## src/design/ext_bus_pkg.sv

```systemverilog
// Purpose: Shared constants and carriers for the external bus address decoder
// Assumes: 32-bit internal address, eight external chip-select spaces
// Notes: Every map boundary, field position, reset value and count lives here
package ext_bus_pkg;
   localparam int ADDR_W = 32;
   localparam int EXT_ADDR_W = 22;
   localparam int NUM_SPACES = 8;
   localparam int NUM_LANES = 4;
   localparam int CTRL_W = 16;
   localparam int NUM_CTRL = 5;
   // Space-type field and select field
   localparam int TYPE_MSB = 31;
   localparam int TYPE_LSB = 24;
   localparam int SEL_MSB = 23;
   localparam int SEL_LSB = 22;
   localparam int PORT_MSB = 21;
   localparam int PORT_LSB = 18;
   localparam logic [7:0] TYPE_EXT_LO = 8'h00;
   localparam logic [7:0] TYPE_EXT_HI = 8'h01;
   // Map boundaries
   localparam logic [31:0] ROM_END = 32'h0003FFFF;
   localparam logic [31:0] CS0_ROM_BASE = 32'h00200000;
   localparam logic [31:0] GAP_BASE = 32'h01000000;
   localparam logic [31:0] CS4_ROM_BASE = 32'h01200000;
   localparam logic [31:0] PERI_BASE = 32'hFFFF8000;
   localparam logic [31:0] PERI_END = 32'hFFFFBFFF;
   localparam logic [31:0] RAM_BASE = 32'hFFFFE000;
   // Control register indices, field positions and reset values
   localparam int IDX_BUS1 = 0;
   localparam int IDX_BUS2 = 1;
   localparam int IDX_WAIT1 = 2;
   localparam int IDX_WAIT2 = 3;
   localparam int IDX_RAMEMU = 4;
   localparam int LG_POS = 4;
   localparam int SZ_POS = 0;
   localparam logic [15:0] BUS1_RST = 16'h600F;
   localparam logic [15:0] BUS2_RST = 16'h0000;
   localparam logic [15:0] WAIT1_RST = 16'hFFFF;
   localparam logic [15:0] WAIT2_RST = 16'h0000;
   localparam logic [15:0] RAMEMU_RST = 16'h0000;
   localparam int WAIT_FLD_W = 4;
   localparam int WAIT_PAIR_W = 2;
   // Bus width codes
   localparam logic [1:0] WIDTH_8 = 2'h0;
   localparam logic [1:0] WIDTH_16 = 2'h1;
   localparam logic [1:0] WIDTH_32 = 2'h2;
   localparam logic [1:0] WIDTH_NONE = 2'h3;

   typedef enum logic [2:0] {
      REG_ROM = 3'h0, REG_EXT = 3'h1, REG_PERI = 3'h2, REG_RAM = 3'h3, REG_RSVD = 3'h4
   } region_t;

   typedef struct packed {
      logic [ADDR_W-1:0] addr;
      logic write;
      logic [NUM_LANES-1:0] lanes;
   } access_req_t;

   typedef struct packed {
      region_t region;
      logic [NUM_SPACES-1:0] select;
      logic [2:0] space;
      logic [1:0] width;
   } decode_t;

   typedef struct packed {
      logic rom_enabled;
      logic large_pkg;
      logic mode_wide;
      logic upper_spaces;
   } strap_t;
endpackage : ext_bus_pkg

```

## src/design/space_decoder.sv

```systemverilog
// Purpose: Combinational decode of an internal address into region and space
// Assumes: Straps and control words are stable while an access is decoded
// Notes: Pure logic; the caller registers the result
`timescale 1ns/1ns
module space_decoder
   import ext_bus_pkg::*;
(
   input wire logic [ADDR_W-1:0] addr,
   input wire strap_t straps,
   input wire logic [CTRL_W-1:0] bus_ctrl_one,
   output decode_t dec
);
   logic [7:0] type_f;
   logic [2:0] sp;
   logic ext_hit;
   logic lg;
   logic sz;

   // Region and select decode
   always_comb begin
      type_f = addr[TYPE_MSB:TYPE_LSB];
      sp = {type_f[0], addr[SEL_MSB:SEL_LSB]};
      ext_hit = (type_f == TYPE_EXT_LO) || (type_f == TYPE_EXT_HI);
      dec.space = sp;
      dec.select = '1;
      dec.width = WIDTH_NONE;
      dec.region = REG_RSVD;
      if (straps.rom_enabled && addr <= ROM_END) begin
         dec.region = REG_ROM;
      end else if (straps.rom_enabled && ext_hit && addr < CS0_ROM_BASE) begin
         dec.region = REG_RSVD;
      end else if (straps.rom_enabled && addr >= GAP_BASE && addr < CS4_ROM_BASE) begin
         dec.region = REG_RSVD;
      end else if (ext_hit && (sp < 3'h4 || straps.upper_spaces)) begin
         dec.region = REG_EXT;
      end else if (addr >= PERI_BASE && addr <= PERI_END) begin
         dec.region = REG_PERI;
      end else if (addr >= RAM_BASE) begin
         dec.region = REG_RAM;
      end
      if (dec.region == REG_EXT) begin
         dec.select[sp] = 1'b0;
      end
      // On-chip ROM and RAM are one-state 32-bit ports
      if (dec.region == REG_ROM || dec.region == REG_RAM) begin
         dec.width = WIDTH_32;
      end
      lg = bus_ctrl_one[LG_POS + int'(sp[1:0])];
      sz = bus_ctrl_one[SZ_POS + int'(sp[1:0])];
      if (dec.region == REG_EXT) begin
         if (!straps.rom_enabled && sp[1:0] == 2'h0) begin
            // Strap sets width of spaces 0 and 4 when ROM is off
            if (straps.large_pkg) begin
               dec.width = straps.mode_wide ? WIDTH_32 : WIDTH_16;
            end else begin
               dec.width = straps.mode_wide ? WIDTH_16 : WIDTH_8;
            end
         end else if (lg) begin
            dec.width = WIDTH_32;
         end else begin
            dec.width = sz ? WIDTH_16 : WIDTH_8;
         end
      end
   end
endmodule : space_decoder

```

## src/design/external_bus_address_decoder.sv

```systemverilog
// Purpose: Address decode and external pin sequencing for SRAM/ROM spaces
// Assumes: One access request at a time, held until acc_done
// Notes: Control registers are plain ports; outputs are all registered
`timescale 1ns/1ns

module external_bus_address_decoder
   import ext_bus_pkg::*;
#(
   parameter int WAIT_MAX = 15
)
(
   input wire logic sys_clk,
   input wire logic resetn,
   input wire logic clk_en,
   input wire strap_t straps,
   input wire access_req_t req,
   input wire logic req_valid,
   output logic acc_done,
   output logic acc_error,
   output logic [2:0] acc_region,
   output logic [1:0] acc_width,
   input wire logic ctrl_we,
   input wire logic [2:0] ctrl_idx,
   input wire logic [CTRL_W-1:0] ctrl_wdata,
   output logic [CTRL_W-1:0] ctrl_rdata,
   input wire logic addr_hi_enable,
   output logic [EXT_ADDR_W-1:0] ext_addr,
   output logic [3:0] ext_addr_hi_oe,
   output logic [NUM_SPACES-1:0] space_select_n,
   output logic read_strobe_n,
   output logic write_lane3_n,
   output logic write_lane2_n,
   output logic write_lane1_n,
   output logic write_lane0_n,
   input wire logic wait_req_n,
   input wire logic ext_master_request_n,
   output logic bus_grant_n
);
   initial begin
      if (WAIT_MAX < 1 || WAIT_MAX > 15) begin
         $error("WAIT_MAX must lie in 1..15");
      end
   end

   typedef enum logic [1:0] {
      ST_IDLE = 2'b00, ST_SETUP = 2'b01, ST_STROBE = 2'b11, ST_FINISH = 2'b10
   } bus_state_t;

   bus_state_t state_r;
   logic [CTRL_W-1:0] ctrl_r [NUM_CTRL];
   logic [2:0] wait_sync_r;
   logic [2:0] ext_master_request_sync_r;
   logic wait_act;
   logic ext_master_request_act;
   logic [3:0] wait_cnt_r;
   logic [3:0] wait_load;
   logic addr_hi_en_r;
   decode_t dec;
   decode_t dec_r;
   logic req_write_r;
   logic [NUM_LANES-1:0] req_lanes_r;

   space_decoder u_decode (
      .addr(req.addr),
      .straps(straps),
      .bus_ctrl_one(ctrl_r[IDX_BUS1]),
      .dec(dec)
   );

   // Control registers: bus_ctrl_one, bus_ctrl_two, wait_ctrl_one/two, ram_emulation_ctrl
   always_ff @(posedge sys_clk or negedge resetn) begin
      if (!resetn) begin
         ctrl_r[IDX_BUS1] <= BUS1_RST;
         ctrl_r[IDX_BUS2] <= BUS2_RST;
         ctrl_r[IDX_WAIT1] <= WAIT1_RST;
         ctrl_r[IDX_WAIT2] <= WAIT2_RST;
         ctrl_r[IDX_RAMEMU] <= RAMEMU_RST;
      end else if (clk_en && ctrl_we && int'(ctrl_idx) < NUM_CTRL) begin
         ctrl_r[ctrl_idx] <= ctrl_wdata;
      end
   end

   // Readback; unknown index reads zero
   always_ff @(posedge sys_clk or negedge resetn) begin
      if (!resetn) begin
         ctrl_rdata <= '0;
      end else if (clk_en) begin
         ctrl_rdata <= (int'(ctrl_idx) < NUM_CTRL) ? ctrl_r[ctrl_idx] : '0;
      end
   end

   // Three-stage synchronisers for pin inputs; first stage feeds only the second
   always_ff @(posedge sys_clk or negedge resetn) begin
      if (!resetn) begin
         wait_sync_r <= 3'h7;
         ext_master_request_sync_r <= 3'h7;
      end else if (clk_en) begin
         wait_sync_r <= {wait_sync_r[1:0], wait_req_n};
         ext_master_request_sync_r <= {ext_master_request_sync_r[1:0], ext_master_request_n};
      end
   end

   // A level change counts only when stages two and three agree
   logic wait_lvl_r;
   logic ext_master_request_lvl_r;
   always_ff @(posedge sys_clk or negedge resetn) begin
      if (!resetn) begin
         wait_lvl_r <= 1'b0;
         ext_master_request_lvl_r <= 1'b0;
      end else if (clk_en) begin
         if (wait_sync_r[1] == wait_sync_r[2]) wait_lvl_r <= !wait_sync_r[2];
         if (ext_master_request_sync_r[1] == ext_master_request_sync_r[2]) ext_master_request_lvl_r <= !ext_master_request_sync_r[2];
      end
   end
   assign wait_act = wait_lvl_r;
   assign ext_master_request_act = ext_master_request_lvl_r;

   // Per-space wait count: four bits per space, wait_ctrl_one spaces 0-3, the second wait register spaces 4-7
   always_comb begin
      wait_load = ctrl_r[IDX_WAIT1][WAIT_FLD_W*int'(dec.space[1:0]) +: WAIT_FLD_W];
      if (dec.space[2]) begin
         wait_load = ctrl_r[IDX_WAIT2][WAIT_FLD_W*int'(dec.space[1:0]) +: WAIT_FLD_W];
      end
      if (int'(wait_load) > WAIT_MAX) begin
         wait_load = 4'(WAIT_MAX);
      end
   end

   // Upper address pins stay port pins until software enables them
   always_ff @(posedge sys_clk or negedge resetn) begin
      if (!resetn) begin
         addr_hi_en_r <= 1'b0;
         ext_addr_hi_oe <= 4'h0;
      end else if (clk_en) begin
         addr_hi_en_r <= addr_hi_enable;
         ext_addr_hi_oe <= {4{addr_hi_enable}};
      end
   end

   // Access sequencer; grant only taken between accesses so no cycle is torn
   always_ff @(posedge sys_clk or negedge resetn) begin
      if (!resetn) begin
         state_r <= ST_IDLE;
         wait_cnt_r <= 4'h0;
         dec_r <= '{region: REG_RSVD, select: '1, space: 3'h0, width: WIDTH_NONE};
         req_write_r <= 1'b0;
         req_lanes_r <= '0;
         ext_addr <= '0;
         space_select_n <= '1;
         read_strobe_n <= 1'b1;
         {write_lane3_n, write_lane2_n, write_lane1_n, write_lane0_n} <= 4'hF;
         acc_done <= 1'b0;
         acc_error <= 1'b0;
         acc_region <= 3'h0;
         acc_width <= WIDTH_NONE;
         bus_grant_n <= 1'b1;
      end else if (clk_en) begin
         acc_done <= 1'b0;
         acc_error <= 1'b0;
         case (state_r)
            ST_IDLE: begin
               if (ext_master_request_act) begin
                  bus_grant_n <= 1'b0;
               end else begin
                  bus_grant_n <= 1'b1;
                  if (req_valid && bus_grant_n) begin
                     dec_r <= dec;
                     req_write_r <= req.write;
                     req_lanes_r <= req.lanes;
                     acc_region <= 3'(dec.region);
                     acc_width <= dec.width;
                     if (dec.region == REG_EXT) begin
                        // Top byte never leaves the chip
                        ext_addr <= req.addr[EXT_ADDR_W-1:0];
                        if (!addr_hi_en_r) begin
                           ext_addr[PORT_MSB:PORT_LSB] <= 4'h0;
                        end
                        space_select_n <= dec.select;
                        wait_cnt_r <= wait_load;
                        state_r <= ST_SETUP;
                     end else begin
                        // On-chip or reserved: no external select
                        space_select_n <= '1;
                        acc_done <= 1'b1;
                        acc_error <= (dec.region == REG_RSVD);
                     end
                  end
               end
            end
            ST_SETUP: begin
               read_strobe_n <= req_write_r;
               {write_lane3_n, write_lane2_n, write_lane1_n, write_lane0_n} <=
                  req_write_r ? ~req_lanes_r : 4'hF;
               state_r <= ST_STROBE;
            end
            ST_STROBE: begin
               if (wait_cnt_r != 4'h0) begin
                  wait_cnt_r <= wait_cnt_r - 4'h1;
               end else if (!wait_act) begin
                  state_r <= ST_FINISH;
               end
            end
            ST_FINISH: begin
               read_strobe_n <= 1'b1;
               {write_lane3_n, write_lane2_n, write_lane1_n, write_lane0_n} <= 4'hF;
               space_select_n <= '1;
               acc_done <= 1'b1;
               state_r <= ST_IDLE;
            end
            default: begin
               state_r <= ST_IDLE;
            end
         endcase
      end
   end

   // Assertion helpers
   logic ext_cycle;
   logic take_ext;
   logic [PORT_LSB-1:0] low_addr;
   assign ext_cycle = (state_r == ST_STROBE);
   // An external access is taken at this edge
   assign take_ext = (state_r == ST_IDLE) && clk_en && req_valid && bus_grant_n && !ext_master_request_act
      && (dec.region == REG_EXT);
   assign low_addr = req.addr[PORT_LSB-1:0];

   // Selects: at most one low, and the decoded one while strobing
   a_select_onehot: assert property (@(posedge sys_clk) disable iff (!resetn)
      $countones(~space_select_n) <= 1)
      else $error("More than one space select active");

   a_select_space: assert property (@(posedge sys_clk) disable iff (!resetn)
      ext_cycle |-> !space_select_n[dec_r.space] && $countones(~space_select_n) == 1)
      else $error("Strobe phase without its space select");

   a_no_select_onchip: assert property (@(posedge sys_clk) disable iff (!resetn)
      (state_r == ST_IDLE && clk_en && req_valid && bus_grant_n && !ext_master_request_act
       && dec.region != REG_EXT) |=> space_select_n == '1)
      else $error("Select asserted for on-chip access");

   a_error_no_pins: assert property (@(posedge sys_clk) disable iff (!resetn)
      acc_error |-> acc_done && space_select_n == '1 && acc_region == 3'(REG_RSVD))
      else $error("Reserved access touched pins");

   // Address pins
   a_addr_low: assert property (@(posedge sys_clk) disable iff (!resetn)
      take_ext |=> ext_addr[PORT_LSB-1:0] == $past(low_addr))
      else $error("External address low bits wrong");

   a_addr_hi_port: assert property (@(posedge sys_clk) disable iff (!resetn)
      (take_ext && !addr_hi_en_r) |=> ext_addr[PORT_MSB:PORT_LSB] == 4'h0)
      else $error("Port pins carried address");

   a_port_pins_reset: assert property (@(posedge sys_clk) disable iff (!resetn)
      !addr_hi_en_r |-> ext_addr[PORT_MSB:PORT_LSB] == 4'h0 || state_r != ST_STROBE)
      else $error("Upper address used while port");

   // Strobes
   a_read_strobe: assert property (@(posedge sys_clk) disable iff (!resetn)
      (ext_cycle && !req_write_r) |-> !read_strobe_n && write_lane0_n && write_lane3_n)
      else $error("Read cycle without read strobe");

   a_write_lanes: assert property (@(posedge sys_clk) disable iff (!resetn)
      (ext_cycle && req_write_r) |-> ({write_lane3_n, write_lane2_n, write_lane1_n,
       write_lane0_n} == ~req_lanes_r) && read_strobe_n)
      else $error("Write strobes do not match lanes");

   a_strobes_idle: assert property (@(posedge sys_clk) disable iff (!resetn)
      (state_r == ST_IDLE) |-> read_strobe_n && ({write_lane3_n, write_lane2_n, write_lane1_n,
       write_lane0_n} == 4'hF))
      else $error("Strobe active between accesses");

   // Wait states, from software and from the pin
   a_wait_stretch: assert property (@(posedge sys_clk) disable iff (!resetn)
      (ext_cycle && wait_act && clk_en) |=> state_r == ST_STROBE)
      else $error("Access ended while wait requested");

   a_wait_count: assert property (@(posedge sys_clk) disable iff (!resetn)
      (ext_cycle && wait_cnt_r != 4'h0 && clk_en) |=> state_r == ST_STROBE)
      else $error("Programmed wait states cut short");

   a_wait_load: assert property (@(posedge sys_clk) disable iff (!resetn)
      take_ext |=> wait_cnt_r == $past(wait_load))
      else $error("Wait count not loaded for space");

   // Bus hand-over to an external master
   a_grant_follows: assert property (@(posedge sys_clk) disable iff (!resetn)
      (state_r == ST_IDLE && ext_master_request_act && clk_en) |=> !bus_grant_n)
      else $error("Bus request not acknowledged");

   a_no_strobe_granted: assert property (@(posedge sys_clk) disable iff (!resetn)
      !bus_grant_n |-> read_strobe_n && space_select_n == '1)
      else $error("Strobe during external master ownership");

   a_grant_idle: assert property (@(posedge sys_clk) disable iff (!resetn)
      !bus_grant_n |-> state_r == ST_IDLE)
      else $error("Bus granted during an access");

   // Map and widths
   a_rom_decode: assert property (@(posedge sys_clk) disable iff (!resetn)
      (straps.rom_enabled && req.addr <= ROM_END) |-> dec.region == REG_ROM)
      else $error("ROM range misdecoded");

   a_upper_reserved: assert property (@(posedge sys_clk) disable iff (!resetn)
      (!straps.upper_spaces && dec.space[2]) |-> dec.select[7:4] == 4'hF)
      else $error("Upper space selected on variant without it");

   a_onchip_width: assert property (@(posedge sys_clk) disable iff (!resetn)
      (acc_done && (acc_region == 3'(REG_ROM) || acc_region == 3'(REG_RAM)))
      |-> acc_width == WIDTH_32)
      else $error("On-chip memory width not 32 bits");

   a_strap_width: assert property (@(posedge sys_clk) disable iff (!resetn)
      (dec.region == REG_EXT && !straps.rom_enabled && dec.space[1:0] == 2'h0
       && !straps.large_pkg) |-> dec.width != WIDTH_32)
      else $error("Small package given 32-bit space");

   a_longword: assert property (@(posedge sys_clk) disable iff (!resetn)
      (dec.region == REG_EXT && straps.rom_enabled
       && ctrl_r[IDX_BUS1][LG_POS + int'(dec.space[1:0])]) |-> dec.width == WIDTH_32)
      else $error("Longword bit ignored");

   // Clock enable low holds every register
   a_freeze_hold: assert property (@(posedge sys_clk) disable iff (!resetn)
      !clk_en |=> $stable(state_r) && $stable(ctrl_rdata) && $stable(bus_grant_n))
      else $error("State moved while clock enable low");
endmodule : external_bus_address_decoder

```

## config.mk

```make
export PLATFORM = sky130hd
export DESIGN_NAME = external_bus_address_decoder
export DESIGN_NICKNAME = d
export VERILOG_FILES = /design/src/design/ext_bus_pkg.sv /design/src/design/space_decoder.sv /design/src/design/external_bus_address_decoder.sv
export SDC_FILE = /design/constraint.sdc
export NUM_CORES = 1
export LEC_CHECK = 0
export BUFFER_PORTS_ARGS = -buffer_cell sky130_fd_sc_hd__buf_2
export CAP_MARGIN = 15
export CORE_MARGIN = 2
export CORE_UTILIZATION = 50
export CTS_CLUSTER_SIZE = 28
export DETAILED_ROUTE_END_ITERATION = 12
export PLACE_DENSITY = 0.72
export SLEW_MARGIN = 20
export SYNTH_ARGS = -nofsm -noshare
export SYNTH_HDL_FRONTEND = slang
export SYNTH_HIERARCHICAL = 1
export SYNTH_SLANG_ARGS = --single-unit
```

## constraint.sdc

```tcl
create_clock -name sys_clk -period 3.1 [get_ports sys_clk]
set_input_delay 0.775 -clock sys_clk [delete_from_list [all_inputs] [get_ports sys_clk]]
set_output_delay 0.775 -clock sys_clk [all_outputs]
set_load 0.005 [all_outputs]
```

==> flow_summary_export.csv, run 1 <==
group,metric,value,unit
yosys,syn_avg_cell_area,13.1,um2
layout,final_util,62.1,%
clock_network,cts_tree,"done",
clock_network,numCtsBuffers,17,
power_and_ir_drop,power.total,6.20,mW
yosys,synth_seq_cells,159,
layout,drive_gt1_share,52.3,%
worst_setup_path,cp-start-kind,"primary input",
yosys,synthDominantCellAreaShare,38.4,%
die,dieArea,16000,um2
drt,drt-initial-drc-count,303,
worst_setup_path,rrSetupSlack,1010,ps
yosys,seq_area_frac_synth,53.9,%
layout,area_growth,20.9,%
yosys,synthTopCellsByArea,"dfrtp_1, mux2_2, dfstp_2, mux4_2, nor2_1",
yosys,synth_edf_count,0,
placement,portBuffers,130,
timing,worst_slack,220,ps
placement,place_ws,-213,ps
timing,period_share,92.9,%
clock_network,cts_resized,0,
yosys,async_flop_share,100,%
global_route,antenna_found_initial,1,
clock_network,postCtsSetupRepairBufs,0,
layout,fin_area,9060,um2
layout,regArea,4030,um2
timing,fin_crit,2880,ps
yosys,synth_top_cell_by_area,"dfrtp_1",
timing,hold_ws,319,ps
global_route,grt_max_degree,65,
run_status,status,"completed",
layout,final_cell_mix,"buf_2, dfrtp_1, mux2_2",
hold_path,worstHoldPathType,"in -> async",
layout,multi_input_area,3240,um2
drt,wl,17.8,mm
die,std_cell_rows,44,
placement,gp_congestion,0.798,
yosys,yosys_warnings,6,
layout,final_cell_count_no_fill,912,
global_route,grt_pass1_wl,28.8,mm
worst_setup_path,required,3410,ps
clock_network,hold_buffers,0,
worst_setup_path,critPathKind,"in -> reg",
layout,fillCellCount,1140,
drt,vias_per_cell,5.71,
placement,place_inst,879,
clock_network,insertion_delay,430,ps
power_and_ir_drop,leakage,4.18,nW
power_and_ir_drop,power.density,685,nW/um2
timing,worst_pin_slew,879,ps
drt,detail-route-antenna-nets,0,
placement,placed_cell_area,8470,um2
worst_setup_path,worst_setup_path_end_kind,"flop",
clock_network,clk_path_buf_depth,2,
layout,layout.nets,788,
die,fp.dieW,126,um
drt,drc,0,
clock_network,clkSlewWorstSetupHoldPaths,60,ps
clock_network,cts_root_buffer,"clkbuf_16",
timing,hold_viol,0,
power_and_ir_drop,irDropWorstVdd,444,uV
timing,fmax,347,MHz
layout,layout_commonest_cell,"buf_2",
placement,dpl.hpwl,12.7,mm
clock_network,clock_sinks,159,
global_route,gr-total-overflow,0,
global_route,grt_pass1_vias,5359,
die,start_util,51.3,%
drt,vias,5210,
timing,finalSetupViolations,0,
job,max_cap_viol_count,0,
timing,fin_skew,13.9,ps
yosys,synth_cells,573,
timing,slew_headroom,41.0,%
drt,dr.pass1.iters,4,
worst_setup_path,r2r_cells,5,
yosys,synthDistinctLibCells,54,
drt,wl_per_cell,19.5,um
clock_network,cts.htree.levels,4,
die,die_h,126,um
worst_setup_path,critPathArrivalTime,3190,ps
yosys,synthesis.area,7490,um2
timing,maxSlewViolCount,0,
die,io_pins,131,
yosys,syn_nets,647,
timing,rsz0062_at_grt,"no",
die,core,14600,um2
timing,finalSetupTns,0,ps
yosys,synth-main-ff-cell,"dfrtp_1",
worst_setup_path,critPathMaxFanout,20,
global_route,grt.total_usage,23.3,%
## worst paths after layout
| check | endpoint | startpoint |
|---|---|---|
| hold / removal | ext_addr[0] | resetn |
| setup reg to reg | space_select_n[2] | state_r[0] |
| setup / recovery | ext_addr[4] | req[31] |
| max in group asynchronous | ctrl_r[45] | resetn |
| min in group sys_clk | write_lane2_n | req_lanes_r[2] |
| hold reg to reg | write_lane2_n | req_lanes_r[2] |
## worst max-delay path, cell delays in order
cell	delay, ps
buf_2	100
or4_4	560
nor4_4	190
nand2_1	110
a22o_1	220
or3b_4	450
nor3_4	190
buf_12	220
mux2_2	350
## cells in the mapped netlist (all sizes together) (3+ instances only)
master and number:
nor3 4, mux2 116, buf 25, and3 4, dfrtp 115, nand3 12
dfstp 44, a221oi 16, nand2b 4, clkbuf 10, o22ai 3, mux4 23
nor2 55, o21ai 24, and2 4, ha 6, inv 15, a21oi 15
nor4 3, mux2i 9, nand4 6, nand2 28, nand3b 3
## flip-flops by register name, summed over array words and instances, names as in the netlist, 2 cells and up
signal,cells
ext_addr,22
wait_cnt_r,4
space_select_n,8
req_lanes_r,4
ext_master_request_sync_r,3
wait_sync_r,3
acc_region,3
state_r,2
ctrl_r,80
acc_width,2
ctrl_rdata,16
## cell type report
class / count / area share, %
inverter: 17 / 0.705
clock buffer: 23 / 5.28
sequential: 159 / 44.5
tap: 184 / 2.54
timing repair buffer: 157 / 9.91
multi-input combinational: 362 / 35.8
clock inverter: 9 / 1.19
antenna: 1 / 0.0276
## routing by layer
layer  share of wire [%]  track usage, %  wire, um  vias to the layer above
met5                   0               0         0                        -
met4                 1.1            6.79       192                        0
met3                 6.9            5.82      1230                       17
met2                  50            39.0      8980                      183
met1                  42            30.2      7430                     2633
li1                    -               -         -                     2377
## power by group
group / total (mW) / internal [mW] / leakage, nW / switching, mW
clock: 2.06 / 1.25 / 0.284 / 0.808
sequential: 2.89 / 2.60 / 1.89 / 0.281
combinational: 1.26 / 0.674 / 2.00 / 0.583
total: 6.20 / 4.53 / 4.18 / 1.67
## logic make-up (layout without fill, tap and decap cells)
logic type	count (synthesis)	count (layout)	synth area share (%)
AOI/OAI and AO/OA	70	70	6.30
and+or+nand+nor	138	138	9.74
muxes	148	148	25.6
adders and majority gates	6	6	1.00
DFF	159	159	53.9
other	0	1	0
buffers and inverters	52	206	3.53
(Power assumes the default switching activity.)
==> run 2: changes to the inputs <==
- PLACE_DENSITY: 0.72 -> 0.75
- clock period: 3.1 -> 3.7 ns (I/O delays scaled with it)
==> run 2 against run 1 <==
- die area did not move
- flip-flop and latch count is the same
- worst hold slack gained 24 ps
- routed wire length shrank 1.1%
- register-to-register slack gained 560 ps
- combinational power is 17% lower
- total power shrank 15%
- critical path type unchanged
- largest cell class unchanged
- highest routed layer unchanged
==> flow_summary_export.csv, run 2 (synthesis results as in run 1) <==
group,metric,value,unit
layout,layout.nets,779,
drt,dr.pass1.iters,4,
drt,wl,17.6,mm
timing,fin_skew,7.52,ps
placement,gp_congestion,0.846,
drt,vias_per_cell,5.75,
clock_network,clock_sinks,159,
global_route,grt_pass1_vias,5375,
clock_network,postCtsSetupRepairBufs,0,
die,fp.dieW,126,um
layout,final_cell_count_no_fill,902,
clock_network,cts.htree.levels,4,
timing,fmax,306,MHz
power_and_ir_drop,leakage,4.14,nW
layout,num_antenna_cells,0,
drt,wl_per_cell,19.5,um
drt,drc,0,
worst_setup_path,cp-start-kind,"primary input",
clock_network,cts_resized,0,
power_and_ir_drop,power.density,590,nW/um2
drt,drt-initial-drc-count,320,
timing,finalSetupViolations,0,
global_route,gr-total-overflow,0,
clock_network,numCtsBuffers,17,
layout,drive_gt1_share,51.9,%
layout,area_growth,19.6,%
layout,top_register,"ctrl_r",
layout,final_cell_mix,"buf_2, mux2_2, dfrtp_1",
die,std_cell_rows,44,
clock_network,cts_root_buffer,"clkbuf_16",
timing,worst_pin_slew,957,ps
worst_setup_path,required,4000,ps
worst_setup_path,path_cells,"buf_2 > or4_4 > nor4_4 > nand2b_1 > a22oi_1 > or3b_4 > o41ai_4 > and2_1 > mux2_1",
worst_setup_path,crit_family,"simple AND/OR/NAND/NOR gates",
timing,slew_headroom,35.8,%
clock_network,clk_path_buf_depth,2,
placement,place_inst,870,
clock_network,cts_tree,"done",
timing,hold_viol,0,
worst_setup_path,critPathArrivalTime,3570,ps
timing,hold_ws,343,ps
global_route,antenna_found_initial,0,
drt,vias,5190,
global_route,grt_pass1_wl,28.2,mm
placement,dpl.hpwl,12.2,mm
clock_network,hold_buffers,0,
layout,top_regs,"ctrl_r: 80 flops, ext_addr: 22 flops, ctrl_rdata: 16 flops",
clock_network,insertion_delay,420,ps
global_route,grt.total_usage,22.6,%
die,dieArea,16000,um2
timing,finalSetupTns,0,ps
worst_setup_path,rrSetupSlack,1570,ps
hold_path,worstHoldPathType,"in -> async",
job,max_cap_viol_count,0,
die,die_h,126,um
clock_network,clkSlewWorstSetupHoldPaths,60,ps
drt,detail-route-antenna-nets,0,
die,start_util,51.3,%
placement,portBuffers,130,
power_and_ir_drop,irDropWorstVdd,373,uV
worst_setup_path,worst_setup_path_end_kind,"flop",
timing,period_share,88.2,%
worst_setup_path,path_buf_inv,1,
die,core,14600,um2
worst_setup_path,critPathKind,"in -> reg",
layout,final_util,61.4,%
layout,largest_register_ffs,80,
timing,fin_crit,3270,ps
run_status,status,"completed",
die,io_pins,131,
worst_setup_path,slowest_stage,"or4_4",
worst_setup_path,crit_path_max_incr_delay,560,ps
timing,maxSlewViolCount,0,
global_route,grt_max_degree,58,
layout,layout_commonest_cell,"buf_2",
timing,rsz0062_at_grt,"no",
worst_setup_path,critPathMaxFanout,5,
[run 2: cell types whose count changed in the layout (fill, tap and decap cells not counted), sizes merged]
| cell | change |
|---|---|
| inv | -1 |
| clkinv | +2 |
| clkbuf | -1 |
| clkinvlp | -1 |
| buf | -9 |
| diode | -1 |
| bufinv | +1 |
[run 2: path summary, 6_finish.rpt]
kind	from	end	cells past startpoint
max	req[31]	wait_cnt_r[1]	9
min	resetn	ext_addr[1]	1
max reg2reg	state_r[1]	space_select_n[1]	5
max in group asynchronous	resetn	ctrl_r[67]	2
min in group sys_clk	req_lanes_r[2]	write_lane2_n	1
min reg2reg	req_lanes_r[2]	write_lane2_n	1
[run 2: metrics by stage]
stage | worst slack [ps] | total power [mW] | area (um2)
CTS | 469 | 5.32 | 8950
global route | 347 | 5.54 | 8950
global placement | 144 | 3.43 | 8340
detailed placement | 28.8 | 3.49 | 8340
floorplan | 164 | 3.08 | 7490
finish | 435 | 5.28 | 8950
[run 2: where the power goes]
| part | switching, mW | total, mW | internal [mW] |
|---|---|---|---|
| clock network | 0.691 | 1.82 | 1.13 |
| registers | 0.240 | 2.42 | 2.18 |
| logic | 0.478 | 1.04 | 0.560 |
[run 2: cell type report]
class	count	area (um2)
multi-input cells	362	3190
well taps	184	230
inverters	17	63.8
repair buffers	148	817
fillers	1122	5630
clock inverters	10	135
clock buffers	22	484
flip-flops and latches	159	4030
[run 2: layer usage]
metal,global-route usage (%),routed length (um),up-vias
li1,-,-,2346
met1,29.2,7700,2648
met2,37.3,8620,172
met3,6.20,980,24
met4,6.92,338,0
met5,0,0,-
[run 2: worst register-to-register path, cell delays in order (launching register included)]
cell and delay [ps]:
dfrtp_1 400, inv_1 80, ha_1 270, and4b_1 270, o21ai_1 760, o21ai_0 240
==> run 3: changes to the inputs <==
- CELL_PAD_IN_SITES_DETAIL_PLACEMENT: not set -> 0
- CELL_PAD_IN_SITES_GLOBAL_PLACEMENT: not set -> 1
- CORE_MARGIN: 2 -> 10
- CORE_UTILIZATION: 50 -> 49
- PLACE_DENSITY: 0.75 -> 0.88
==> run 3 against run 2 <==
- via count is 0.23% higher
- non-clock buffer count did not move
- clock power up 9.9%
- sequential power barely moved
- sequential share of layout area fell by 0.40 points
- count of clock-buffer cells in the layout shrank 1
- die area rose by 29%
- critical path depth unchanged
==> flow_summary_export.csv, run 3 (synthesis results as in run 1) <==
group,metric,value,unit
run_status,status,"completed",
layout,regArea,4030,um2
drt,drc,0,
clock_network,cts.htree.levels,4,
layout,top_regs,"ctrl_r: 80 flops, ext_addr: 22 flops, ctrl_rdata: 16 flops",
worst_setup_path,worst_setup_path_end_kind,"flop",
drt,wl_per_cell,20.9,um
drt,wl,19.0,mm
power_and_ir_drop,pwr-share-comb,19.4,%
drt,detail-route-antenna-nets,0,
die,core,15100,um2
power_and_ir_drop,irDropWorstVdd,418,uV
timing,rsz0062_at_grt,"no",
clock_network,clock_sinks,159,
worst_setup_path,critPathArrivalTime,3510,ps
placement,place_ws,67.8,ps
timing,finalSetupViolations,0,
layout,area_growth,20.7,%
clock_network,cts_tree,"done",
global_route,antenna_found_initial,2,
global_route,grt_max_degree,90,
layout,layout_commonest_cell,"buf_2",
power_and_ir_drop,power.density,607,nW/um2
clock_network,clk_path_buf_depth,2,
hold_path,worstHoldPathType,"reg -> reg",
drt,dr.pass1.iters,4,
die,start_util,49.6,%
global_route,grt_pass1_wl,30.0,mm
placement,portBuffers,130,
die,io_pins,131,
layout,fillCellCount,1211,
global_route,grt_pass1_vias,5523,
clock_network,postCtsSetupRepairBufs,0,
timing,slew_headroom,35.6,%
timing,finalSetupTns,0,ps
clock_network,clkSlewWorstSetupHoldPaths,60,ps
die,std_cell_rows,45,
timing,fin_skew,6.90,ps
power_and_ir_drop,leakage,4.18,nW
layout,drive_gt1_share,51.9,%
placement,gp_congestion,0.880,
die,dieArea,20600,um2
clock_network,cts_root_buffer,"clkbuf_16",
worst_setup_path,required,4000,ps
timing,worst_slack,495,ps
power_and_ir_drop,clock_power_share,36.5,%
clock_network,numCtsBuffers,17,
worst_setup_path,r2r_cells,5,
timing,period_share,86.6,%
layout,top_register,"ctrl_r",
drt,vias_per_cell,5.74,
hold_path,hold_path_depth,1,
die,fp.dieW,144,um
timing,maxSlewViolCount,0,
layout,multi_input_area,3190,um2
global_route,gr-total-overflow,0,
drt,vias,5202,
power_and_ir_drop,p_sw,1.42,mW
die,die_h,144,um
global_route,grt.total_usage,18.7,%
layout,largest_register_ffs,80,
job,max_cap_viol_count,0,
timing,worst_pin_slew,959,ps
timing,fmax,312,MHz
drt,drt-initial-drc-count,356,
power_and_ir_drop,power.total,5.48,mW
clock_network,insertion_delay,420,ps
power_and_ir_drop,swShare,25.9,%
timing,hold_viol,0,
power_and_ir_drop,pwr-share-seq,44.2,%
layout,final_cell_mix,"buf_2, mux2_2, dfrtp_1",
clock_network,hold_buffers,0,
power_and_ir_drop,intPower,4.06,mW
worst_setup_path,cp-start-kind,"primary input",
worst_setup_path,critPathKind,"in -> reg",
timing,hold_ws,402,ps
worst_setup_path,critPathMaxFanout,26,
layout,layout.nets,779,
timing,fin_crit,3200,ps
clock_network,cts_resized,0,
placement,dpl.hpwl,13.6,mm
## run 3: power groups by stage
stage / registers (mW) / logic (mW) / clock network (mW)
after floorplan: 2.37 / 0.705 / 0
after global placement: 2.42 / 1.02 / 0
after detailed placement: 2.45 / 1.06 / 0
after CTS: 2.42 / 1.07 / 2.03
after global routing: 2.47 / 1.18 / 2.11
final: 2.42 / 1.06 / 2.00
## run 3: through the flow
step                      instance area, um2  util [%]  cells
after floorplan                         7490         -    573
after global placement                  8350      55.4    874
after detailed placement                8350      55.4    874
after CTS                               9030      59.9    906
after global routing                    9030      59.9    906
final                                   9030      59.9    907
## run 3: critical path, stage by stage
cell     delay (ps)
buf_2           110
or4_4           550
nor4_4          280
nand2_1         120
a22o_1          240
or3b_4          450
nor3_4          260
buf_12          210
mux2_2          350
## run 3: path summary, 6_finish.rpt
kind | start | to | slack (ps)
min reg2reg | req_lanes_r[1] | write_lane1_n | 400
min in group asynchronous | resetn | ext_addr[4] | 540
min | req_lanes_r[1] | write_lane1_n | 400
max | req[31] | ext_addr[12] | 500
max reg2reg | state_r[0] | space_select_n[3] | 1540
max in group asynchronous | resetn | ctrl_r[66] | 2330
## run 3: area by class of cell
type	count	share of cell area (%)
flip-flops and latches	159	44.6
clock inverters	11	2.31
inverters	17	0.706
repair buffers	148	9.18
well taps	188	2.60
multi-input cells	362	35.3
diodes	1	0.0277
clock buffers	21	5.21
## run 3: layer usage
metal / vias to the layer above / wire [um] / GRT usage [%]
met4: 2 / 279 / 5.96
li1: 2348 / - / -
met3: 26 / 1470 / 6.01
met2: 174 / 8850 / 29.8
met5: - / 13 / 0
met1: 2652 / 8350 / 23.8
